**config.mk**
```make
export PLATFORM = sky130hd
export DESIGN_NAME = dtpwm_top
export DESIGN_NICKNAME = d
export VERILOG_FILES = /design/src/design/dtpwm_pkg.sv /design/src/design/dtpwm_tmr_if.sv /design/src/design/dtpwm_timer.sv /design/src/design/dtpwm_top.sv
export VERILOG_INCLUDE_DIRS = /design/src /design/src/design
export SDC_FILE = /design/constraint.sdc
export NUM_CORES = 1
export LEC_CHECK = 0
export BUFFER_PORTS_ARGS = -buffer_cell sky130_fd_sc_hd__buf_2
export CAP_MARGIN = 0
export CORE_MARGIN = 2
export CORE_UTILIZATION = 50
export DETAILED_ROUTE_END_ITERATION = 8
export PLACE_DENSITY = 0.66
export SLEW_MARGIN = 20
export SYNTH_ARGS = -nofsm -noshare
export SYNTH_HDL_FRONTEND = slang
export SYNTH_SLANG_ARGS = --single-unit
```
**constraint.sdc**
```tcl
create_clock -name pclk -period 3.09 [get_ports pclk]
set_input_delay 0.618 -clock pclk [delete_from_list [all_inputs] [get_ports pclk]]
set_output_delay 0.618 -clock pclk [all_outputs]
set_load 0.005 [all_outputs]
```
**src/design/dtpwm_defs.svh**
```systemverilog
// Register indices, field positions and reset values
// for the dual timer modulated output block. Included by design files.
`ifndef DTPWM_DEFS_SVH
`define DTPWM_DEFS_SVH

// Word indices; byte address is four times the index
`define DTPWM_IDX_PSC 10'h084
`define DTPWM_IDX_FN 10'h085
`define DTPWM_IDX_CTL 10'h086
`define DTPWM_IDX_DZ 10'h087
`define DTPWM_IDX_CMP0_LO 10'h088
`define DTPWM_IDX_CMP0_HI 10'h089
`define DTPWM_IDX_CNT0_LO 10'h08a
`define DTPWM_IDX_CNT0_HI 10'h08b
`define DTPWM_IDX_CMP1_LO 10'h08c
`define DTPWM_IDX_CMP1_HI 10'h08d
`define DTPWM_IDX_CNT1_LO 10'h08e
`define DTPWM_IDX_CNT1_HI 10'h08f
`define DTPWM_IDX_ISTAT 10'h090
`define DTPWM_IDX_IMASK 10'h091
`define DTPWM_IDX_STAT 10'h092

// Control register bits
`define DTPWM_CTL_RUN0 0
`define DTPWM_CTL_RELOAD0 1
`define DTPWM_CTL_INV0 2
`define DTPWM_CTL_COMPL 3
`define DTPWM_CTL_RUN1 4
`define DTPWM_CTL_RELOAD1 5
`define DTPWM_CTL_INV1 6

// Function and divisor register fields
`define DTPWM_FN_PRI_LSB 0
`define DTPWM_FN_SEC_LSB 2
`define DTPWM_FN_DIV0_LSB 4
`define DTPWM_FN_DIV1_LSB 6

// Reset values
`define DTPWM_RST_BYTE 8'h00
`define DTPWM_RST_HALF 16'h0000
`define DTPWM_RST_DATA 32'h0000_0000

`endif

```
**src/design/dtpwm_pkg.sv**
```systemverilog
// Types shared by the dual timer modulated output block.
// Assumes the constants header is included by each user.
package dtpwm_pkg;
   typedef enum logic [1:0] {
      DTPWM_T_IDLE = 2'b01,
      DTPWM_T_RUN = 2'b10
   } dtpwm_tstate_t;

   typedef enum logic [1:0] {
      DTPWM_PIN_ALT0 = 2'b00,
      DTPWM_PIN_ALT1 = 2'b01,
      DTPWM_PIN_TIMER = 2'b10,
      DTPWM_PIN_CLOCK = 2'b11
   } dtpwm_pinfn_t;
endpackage

```
**src/design/dtpwm_tmr_if.sv**
```systemverilog
// Carrier between the register block and one down-counting timer.
// Assumes both ends run on the same pclk.
`timescale 1ns/1ps
interface dtpwm_tmr_if;
   logic start;
   logic reload;
   logic invert;
   logic [1:0] div_sel;
   logic base_tick;
   logic [15:0] cnt_buf;
   logic [15:0] cmp_buf;
   logic level;
   logic zero_evt;
   logic running;
   modport ctl (output start, reload, invert, div_sel, base_tick, cnt_buf, cmp_buf,
      input level, zero_evt, running);
   modport tmr (input start, reload, invert, div_sel, base_tick, cnt_buf, cmp_buf,
      output level, zero_evt, running);
endinterface

```
**src/design/dtpwm_timer.sv**
```systemverilog
// One 16-bit down-counting timer with compare and terminal count.
// Assumes a one-cycle base tick from the shared prescaler.
`timescale 1ns/1ps
module dtpwm_timer (
   input wire logic pclk,
   input wire logic presetn,
   dtpwm_tmr_if.tmr t
);
   import dtpwm_pkg::*;
   `include "dtpwm_defs.svh"

   dtpwm_tstate_t st_r;
   logic [2:0] div_r;
   logic [2:0] div_mask;
   logic [15:0] cnt_r;
   logic [15:0] cmp_r;
   logic [15:0] cnt_dec;
   logic out_r;
   logic start_q_r;
   logic zero_r;
   logic tick;
   logic raw;

   always_comb begin
      unique case (t.div_sel)
         2'b00: div_mask = 3'b000;
         2'b01: div_mask = 3'b001;
         2'b10: div_mask = 3'b011;
         2'b11: div_mask = 3'b111;
      endcase
   end
   assign tick = t.base_tick && ((div_r & div_mask) == div_mask);
   assign cnt_dec = cnt_r - 16'h0001;

   always_ff @(posedge pclk or negedge presetn) begin
      if (!presetn) begin
         div_r <= 3'b000;
      end else if (t.base_tick) begin
         div_r <= div_r + 3'b001;
      end
   end

   always_ff @(posedge pclk or negedge presetn) begin
      if (!presetn) begin
         start_q_r <= 1'b0;
      end else begin
         start_q_r <= t.start;
      end
   end

   // Buffers are sampled only at load, so host writes land next period
   always_ff @(posedge pclk or negedge presetn) begin
      if (!presetn) begin
         st_r <= DTPWM_T_IDLE;
         cnt_r <= `DTPWM_RST_HALF;
         cmp_r <= `DTPWM_RST_HALF;
         out_r <= 1'b0;
         zero_r <= 1'b0;
      end else begin
         zero_r <= 1'b0;
         unique case (st_r)
            DTPWM_T_IDLE: begin
               if (t.start && !start_q_r) begin
                  cnt_r <= t.cnt_buf;
                  cmp_r <= t.cmp_buf;
                  out_r <= 1'b0;
                  st_r <= DTPWM_T_RUN;
               end
            end
            DTPWM_T_RUN: begin
               if (!t.start) begin
                  st_r <= DTPWM_T_IDLE;
               end else if (tick) begin
                  if (cnt_r == 16'h0000) begin
                     zero_r <= 1'b1;
                     out_r <= 1'b0;
                     if (t.reload) begin
                        cnt_r <= t.cnt_buf;
                        cmp_r <= t.cmp_buf;
                     end else begin
                        st_r <= DTPWM_T_IDLE;
                     end
                  end else begin
                     cnt_r <= cnt_dec;
                     if (cnt_dec == cmp_r) begin
                        out_r <= 1'b1;
                     end
                  end
               end
            end
         endcase
      end
   end

   // Stopped without reload: static level from counter against compare
   assign raw = (st_r == DTPWM_T_IDLE && !t.reload) ? (cnt_r < t.cmp_buf) : out_r;
   assign t.level = raw ^ t.invert;
   assign t.zero_evt = zero_r;
   assign t.running = (st_r == DTPWM_T_RUN);
endmodule // dtpwm_timer

```
**src/design/dtpwm_top.sv**
```systemverilog
// Dual timer modulated output block with APB register slave.
// Assumes APB master on pclk; pin alternates come in as plain inputs.
`timescale 1ns/1ps
// What this block does
// Two independent 16-bit down counters drive the primary and secondary outputs.
// The host programs the first count and compare buffers before enabling modulation.
// On enable the counter loads the count buffer and then steps down once per timer tick.
// When the counter equals the compare value the output flips to its active level.
// At zero the timer raises an interrupt, restores the output and reloads the counter.
// The compare value sets the duty cycle, its sense depending on the initial level.
// Reload at zero happens only while the auto-reload control bit is set.
// Buffer values written during a period take effect from the next period.
// The base timer tick is the core clock divided by the prescaler value plus one.
// Each timer further divides by 1, 2, 4 or 8 as chosen in the function register.
// Stopped without reload, the output is high below compare and low above, with inversion.
// The primary pin shows the GPIO level, the first timer or the core clock.
// The secondary pin shows the error flag, a timer output or the oscillator clock.
// Complementary mode drives the secondary as the primary's inverse with a dead zone.
// The second timer behaves as the first with its own buffers and divisor.
// After reset both counters stop and both outputs rest at their inactive level; the code instead passes the GPIO level and error flag to them.
module dtpwm_top (
   input wire logic pclk,
   input wire logic presetn,
   input wire logic psel,
   input wire logic penable,
   input wire logic pwrite,
   input wire logic [11:0] paddr,
   input wire logic [31:0] pwdata,
   output logic [31:0] prdata,
   output logic pready,
   output logic pslverr,
   input wire logic gpio_level,
   input wire logic sys_error,
   input wire logic core_clk_mirror,
   input wire logic osc_clk_mirror,
   output logic primary_modulated_output,
   output logic secondary_modulated_output,
   output logic irq
);
   import dtpwm_pkg::*;
   `include "dtpwm_defs.svh"

   logic [7:0] psc_r;
   logic [7:0] fn_r;
   logic [7:0] ctl_r;
   logic [7:0] dz_r;
   logic [15:0] first_compare_buffer_r;
   logic [15:0] first_count_buffer_r;
   logic [15:0] cmp1_r;
   logic [15:0] cnt1_r;
   logic [1:0] ist_r;
   logic [1:0] imask_r;
   logic [7:0] pscc_r;
   logic base_tick_r;
   logic [31:0] prdata_r;
   logic slverr_r;
   logic [31:0] rd_mux;
   logic mapped;
   logic [9:0] idx;
   logic wr_en;
   logic [7:0] wb;
   logic lvl0;
   logic lvl1;
   logic a_q_r;
   logic [7:0] dzc_r;
   logic settled;
   logic pri_r;
   logic sec_r;
   dtpwm_pinfn_t pri_fn;
   dtpwm_pinfn_t sec_fn;

   dtpwm_tmr_if t0_if ();
   dtpwm_tmr_if t1_if ();

   // APB decode; zero wait states so every access ends in one cycle
   assign idx = paddr[11:2];
   assign wb = pwdata[7:0];
   assign pready = 1'b1;
   assign wr_en = psel && penable && pwrite && mapped;

   always_comb begin
      mapped = (paddr[1:0] == 2'b00);
      rd_mux = `DTPWM_RST_DATA;
      unique case (idx)
         `DTPWM_IDX_PSC: rd_mux[7:0] = psc_r;
         `DTPWM_IDX_FN: rd_mux[7:0] = fn_r;
         `DTPWM_IDX_CTL: rd_mux[7:0] = ctl_r;
         `DTPWM_IDX_DZ: rd_mux[7:0] = dz_r;
         `DTPWM_IDX_CMP0_LO: rd_mux[7:0] = first_compare_buffer_r[7:0];
         `DTPWM_IDX_CMP0_HI: rd_mux[7:0] = first_compare_buffer_r[15:8];
         `DTPWM_IDX_CNT0_LO: rd_mux[7:0] = first_count_buffer_r[7:0];
         `DTPWM_IDX_CNT0_HI: rd_mux[7:0] = first_count_buffer_r[15:8];
         `DTPWM_IDX_CMP1_LO: rd_mux[7:0] = cmp1_r[7:0];
         `DTPWM_IDX_CMP1_HI: rd_mux[7:0] = cmp1_r[15:8];
         `DTPWM_IDX_CNT1_LO: rd_mux[7:0] = cnt1_r[7:0];
         `DTPWM_IDX_CNT1_HI: rd_mux[7:0] = cnt1_r[15:8];
         `DTPWM_IDX_ISTAT: rd_mux[1:0] = ist_r;
         `DTPWM_IDX_IMASK: rd_mux[1:0] = imask_r;
         `DTPWM_IDX_STAT: rd_mux[3:0] = {t1_if.running, t0_if.running, lvl1, lvl0};
         default: mapped = 1'b0;
      endcase
   end

   // Read data captured in the setup cycle, held through the access
   always_ff @(posedge pclk or negedge presetn) begin
      if (!presetn) begin
         prdata_r <= `DTPWM_RST_DATA;
         slverr_r <= 1'b0;
      end else if (psel && !penable) begin
         prdata_r <= (pwrite || !mapped) ? `DTPWM_RST_DATA : rd_mux;
         slverr_r <= !mapped;
      end
   end
   assign prdata = prdata_r;
   assign pslverr = slverr_r && psel && penable;

   always_ff @(posedge pclk or negedge presetn) begin
      if (!presetn) begin
         psc_r <= `DTPWM_RST_BYTE;
         fn_r <= `DTPWM_RST_BYTE;
         ctl_r <= `DTPWM_RST_BYTE;
         dz_r <= `DTPWM_RST_BYTE;
         first_compare_buffer_r <= `DTPWM_RST_HALF;
         first_count_buffer_r <= `DTPWM_RST_HALF;
         cmp1_r <= `DTPWM_RST_HALF;
         cnt1_r <= `DTPWM_RST_HALF;
         imask_r <= 2'b00;
      end else if (wr_en) begin
         unique case (idx)
            `DTPWM_IDX_PSC: psc_r <= wb;
            `DTPWM_IDX_FN: fn_r <= wb;
            `DTPWM_IDX_CTL: ctl_r <= wb;
            `DTPWM_IDX_DZ: dz_r <= wb;
            `DTPWM_IDX_CMP0_LO: first_compare_buffer_r[7:0] <= wb;
            `DTPWM_IDX_CMP0_HI: first_compare_buffer_r[15:8] <= wb;
            `DTPWM_IDX_CNT0_LO: first_count_buffer_r[7:0] <= wb;
            `DTPWM_IDX_CNT0_HI: first_count_buffer_r[15:8] <= wb;
            `DTPWM_IDX_CMP1_LO: cmp1_r[7:0] <= wb;
            `DTPWM_IDX_CMP1_HI: cmp1_r[15:8] <= wb;
            `DTPWM_IDX_CNT1_LO: cnt1_r[7:0] <= wb;
            `DTPWM_IDX_CNT1_HI: cnt1_r[15:8] <= wb;
            `DTPWM_IDX_IMASK: imask_r <= wb[1:0];
            default: ;
         endcase
      end
   end

   // Sticky status; a terminal count in the clearing cycle still sets
   always_ff @(posedge pclk or negedge presetn) begin
      if (!presetn) begin
         ist_r <= 2'b00;
      end else begin
         ist_r <= (ist_r & ~((wr_en && idx == `DTPWM_IDX_ISTAT) ? wb[1:0] : 2'b00))
            | {t1_if.zero_evt, t0_if.zero_evt};
      end
   end
   assign irq = |(ist_r & imask_r);

   // Shared prescaler: one base tick every psc+1 clocks
   always_ff @(posedge pclk or negedge presetn) begin
      if (!presetn) begin
         pscc_r <= 8'h00;
         base_tick_r <= 1'b0;
      end else if (pscc_r >= psc_r) begin
         pscc_r <= 8'h00;
         base_tick_r <= 1'b1;
      end else begin
         pscc_r <= pscc_r + 8'h01;
         base_tick_r <= 1'b0;
      end
   end

   assign t0_if.start = ctl_r[`DTPWM_CTL_RUN0];
   assign t0_if.reload = ctl_r[`DTPWM_CTL_RELOAD0];
   assign t0_if.invert = ctl_r[`DTPWM_CTL_INV0];
   assign t0_if.div_sel = fn_r[`DTPWM_FN_DIV0_LSB +: 2];
   assign t0_if.base_tick = base_tick_r;
   assign t0_if.cnt_buf = first_count_buffer_r;
   assign t0_if.cmp_buf = first_compare_buffer_r;
   assign t1_if.start = ctl_r[`DTPWM_CTL_RUN1];
   assign t1_if.reload = ctl_r[`DTPWM_CTL_RELOAD1];
   assign t1_if.invert = ctl_r[`DTPWM_CTL_INV1];
   assign t1_if.div_sel = fn_r[`DTPWM_FN_DIV1_LSB +: 2];
   assign t1_if.base_tick = base_tick_r;
   assign t1_if.cnt_buf = cnt1_r;
   assign t1_if.cmp_buf = cmp1_r;

   dtpwm_timer u_timer0 (
      .pclk(pclk),
      .presetn(presetn),
      .t(t0_if.tmr)
   );
   dtpwm_timer u_timer1 (
      .pclk(pclk),
      .presetn(presetn),
      .t(t1_if.tmr)
   );

   assign lvl0 = t0_if.level;
   assign lvl1 = t1_if.level;

   // Dead zone: both pins rest low for dz_r clocks after each edge
   always_ff @(posedge pclk or negedge presetn) begin
      if (!presetn) begin
         a_q_r <= 1'b0;
         dzc_r <= 8'h00;
      end else begin
         a_q_r <= lvl0;
         if (lvl0 != a_q_r) begin
            dzc_r <= 8'h00;
         end else if (dzc_r != 8'hff) begin
            dzc_r <= dzc_r + 8'h01;
         end
      end
   end
   // Counter lags the edge by one clock, so compare against dz_r less one
   assign settled = (dz_r == 8'h00)
      || ((lvl0 == a_q_r) && (({1'b0, dzc_r} + 9'h001) >= {1'b0, dz_r}));

   assign pri_fn = dtpwm_pinfn_t'(fn_r[`DTPWM_FN_PRI_LSB +: 2]);
   assign sec_fn = dtpwm_pinfn_t'(fn_r[`DTPWM_FN_SEC_LSB +: 2]);

   always_ff @(posedge pclk or negedge presetn) begin
      if (!presetn) begin
         pri_r <= 1'b0;
         sec_r <= 1'b0;
      end else begin
         if (pri_fn == DTPWM_PIN_TIMER) begin
            pri_r <= ctl_r[`DTPWM_CTL_COMPL] ? (lvl0 && settled) : lvl0;
         end else begin
            pri_r <= gpio_level;
         end
         if (sec_fn == DTPWM_PIN_TIMER) begin
            sec_r <= ctl_r[`DTPWM_CTL_COMPL] ? (!lvl0 && settled) : lvl1;
         end else begin
            sec_r <= sys_error;
         end
      end
   end

   // Clock alternates bypass the flops; a flop would halve them
   assign primary_modulated_output = (pri_fn == DTPWM_PIN_CLOCK) ? core_clk_mirror : pri_r;
   assign secondary_modulated_output = (sec_fn == DTPWM_PIN_CLOCK) ? osc_clk_mirror : sec_r;
endmodule // dtpwm_top

```
==> impl_metrics.tcl <==
set metrics [dict create \
    outcome "complete, no violations" \
    synth_area_leaders "dfrtp_1 (41%), mux2_4 (7.6%), mux2_2 (5.7%)" \
    cts.sink_count 209 \
    layout_worst_path_cycle_share_pct 89.9 \
    ys_async_sr_fraction_pct 100 \
    max_clock_freq_mhz 360 \
    cp.required_ns 3.55 \
    hold_slack_ns 0.0371 \
    final_cells 1645 \
    n_antenna_cell 0 \
    core-area_um2 25000 \
    cts_buffer_depth 3 \
    cts_setup_buffers 0 \
    tightestPinTransition_ns 0.750 \
    yosysSeqAreaShare_pct 41.5 \
    clock_latency_ns 0.54 \
    start_util_pct 50.5 \
    antenna_found_initial 0 \
    clk_pin_slew_ns 0.06 \
    hold_violations 0 \
    routed_wl_um 34600 \
    cpPeakStageDelay_ns 0.47 \
    power.density_nw_per_um2 834 \
    cts-root-buf "clkbuf_16" \
    synth_cells 1228 \
    grt.total_usage_pct 26.5 \
    rsz0062_at_grt "no" \
    cp_top_family "compound AO/OA/AOI/OAI gates" \
    hold_path_class "input pin to asynchronous set/reset pin" \
    leakage_uw 0.00687 \
    drv_cap 0 \
    min_period_ns 2.78 \
    final_util_pct 57.4 \
    grt_start_max_net_pins 73 \
    worst_path_max_delay_cell "a2bb2oi_1" \
    drt_iter0_drc 1013 \
    synth_top_area_cell "dfrtp_1" \
    crit_type "register to register" \
    arrival_ns 3.24 \
    area_delta_synth_final_pct 13.6 \
    std_cell_rows 58 \
    viasPerCell 5.93 \
    place.gp.congestion 0.974 \
    netlist_area_um2 12600 \
    tns_ns 0 \
    dieArea_um2 26500 \
    dpl.hpwl_um 25300 \
    dpl.cell_count 1599 \
    drc 0 \
    yosys_warnings 0 \
    cts_inserted_buffers 25 \
    setup_violations 0 \
    ctsHtreeMaxLevel 1 \
    fillers 2145 \
    ios 90 \
    die_w_um 163 \
    cts_hold_buf 0 \
    multi_input_area_um2 6760 \
    syn_area_per_cell_um2 10.3 \
    fp.dieH_um 163 \
    cp-start-kind "register" \
    ant_nets 0 \
    slew_violations 0 \
    maxSlewHeadroom_pct 49.6 \
    critPathMaxFanout 4 \
    vias 9747 \
    tritoncts "yes" \
    ys_ff_latch 209 \
    drive_above_1_share_pct 24.1 \
    end_kind "register" \
    peakVddDrop_mv 0.517 \
    grt_pass1_wl_um 54400 \
    worst-path-buf-inv 1 \
    ys_types 78 \
    placement.io_buffers 40 \
    drt_first_pass_iters 5 \
    worst_clock_skew_ns 0.00972 \
    synth_edf_count 0 \
    synth_top_area_share_pct 41.1 \
    worstPathCellList "inv_1 > ha_1 > a2111oi_0 > nand2_1 > a21oi_1 > a2bb2oi_1 > xnor2_1 > or2_2 > a31oi_1" \
    synth_ff_type "dfrtp_1" \
    post_cts_resized 0 \
    wl_per_cell_um 21.0 \
    ff_latch_area_um2 5230 \
    grt_pass1_vias 9490 \
    nets 1403 \
    overflow 0 \
]
## stage by stage
stage / power [uW] / area (um^2) / setup slack, ns
after floorplan: 7160 / 12700 / 0.577
after CTS: 11900 / 14300 / 0.357
after detailed placement: 8660 / 13400 / 0.175
after global routing: 12700 / 14300 / 0.109
after global placement: 8520 / 13400 / 0.244
final: 11900 / 14300 / 0.311
## cell usage after synthesis, drive strengths merged, types with 5 or more instances
cell type  number
dfrtp         207
mux2          139
o21ai          90
nor2           83
nand2          72
a21oi          64
inv            60
ha             54
buf            49
nand3          40
clkbuf         39
xnor2          37
nor3           26
nor4           25
xor2           25
nor3b          18
nand4          17
and3           15
mux2i          14
a22oi          13
o211ai         10
o22ai          10
a31oi           8
a21o            7
a221oi          6
a32oi           6
nand2b          6
nand3b          6
nor2b           6
a211oi          5
and2            5
## final timing paths
path                                   startpoint           endpoint  slack, ns  depth (start not counted)
worst max-delay path                    cmp1_r[5]              sec_r       0.31                          9
worst min-delay path                      presetn     u_timer1.out_r       0.04                          1
worst max register to register          cmp1_r[5]              sec_r       0.31                          9
worst min register to register  u_timer1.div_r[2]  u_timer1.div_r[2]       0.48                          1
max in group asynchronous                 presetn  u_timer1.cmp_r[0]       2.26                          2
min in group pclk                      gpio_level              pri_r       0.34                          3
## registers in the layout (all words and copies together), names as in the netlist, 3 cells and up
name / count
cmp1_r: 16
cnt1_r: 16
first_compare_buffer_r: 16
first_count_buffer_r: 16
u_timer0.cmp_r: 16
u_timer0.cnt_r: 16
u_timer1.cmp_r: 16
u_timer1.cnt_r: 16
ctl_r: 8
dz_r: 8
dzc_r: 8
fn_r: 8
prdata: 8
psc_r: 8
pscc_r: 8
u_timer0.div_r: 3
u_timer1.div_r: 3
## layer usage
metal  track usage (%)  wire length, um
met5                 0                0
met4              7.68             1040
met3              3.34             2020
met2              42.5            15700
met1              37.8            15800
## cell families (layout without fill, tap and decap cells)
family	Yosys count	count (layout)	synth area share, %
buffers and inverters	148	212	5.57
adders and majority gates	54	54	5.36
muxes	154	154	15.6
AOI/OAI and AO/OA	256	256	12.7
DFF	209	209	41.5
other	2	25	0.0596
xor gates and xnor gates	62	62	4.31
and+or+nand+nor	343	343	14.9
## power breakdown
part           total [uW]  leakage [uW]  switching, uW  internal, uW
clock                3230      0.000449           1220          2010
combinational        5340       0.00354           3150          2190
sequential           3370       0.00288            370          3000
total               11900       0.00687           4740          7210
## layout by cell type (no fill, tap or decap), types with 6 or more instances in the layout
cell         n
a22oi_1     13
mux2_2      64
nor3b_1     16
buf_2       39
a21o_1       7
conb_1      25
nor4_1      23
nand2_1     64
clkbuf_16   25
nor2b_1      6
nor3_1      23
inv_1       60
mux2i_1     14
mux2_4      64
o22ai_1     10
o21ai_0     87
ha_1        54
xor2_1      25
xnor2_1     37
nand2_4      8
nor2_1      81
buf_4       60
o211ai_1    10
mux2_1      11
nand4_1     17
dfrtp_1    207
nand3b_1     6
nand2b_1     6
a221oi_1     6
buf_12       6
and3_1      15
a21oi_1     64
a32oi_1      6
a31oi_1      8
nand3_1     37
## area by class of cell
class | instances | area share (%)
clock buffers | 32 | 4.83
multi-input cells | 894 | 47.2
well taps | 330 | 2.88
inverters | 60 | 1.57
repair buffers | 106 | 5.45
clock inverters | 14 | 1.54
flip-flops and latches | 209 | 36.5
Power figures use the tool's default switching activity.
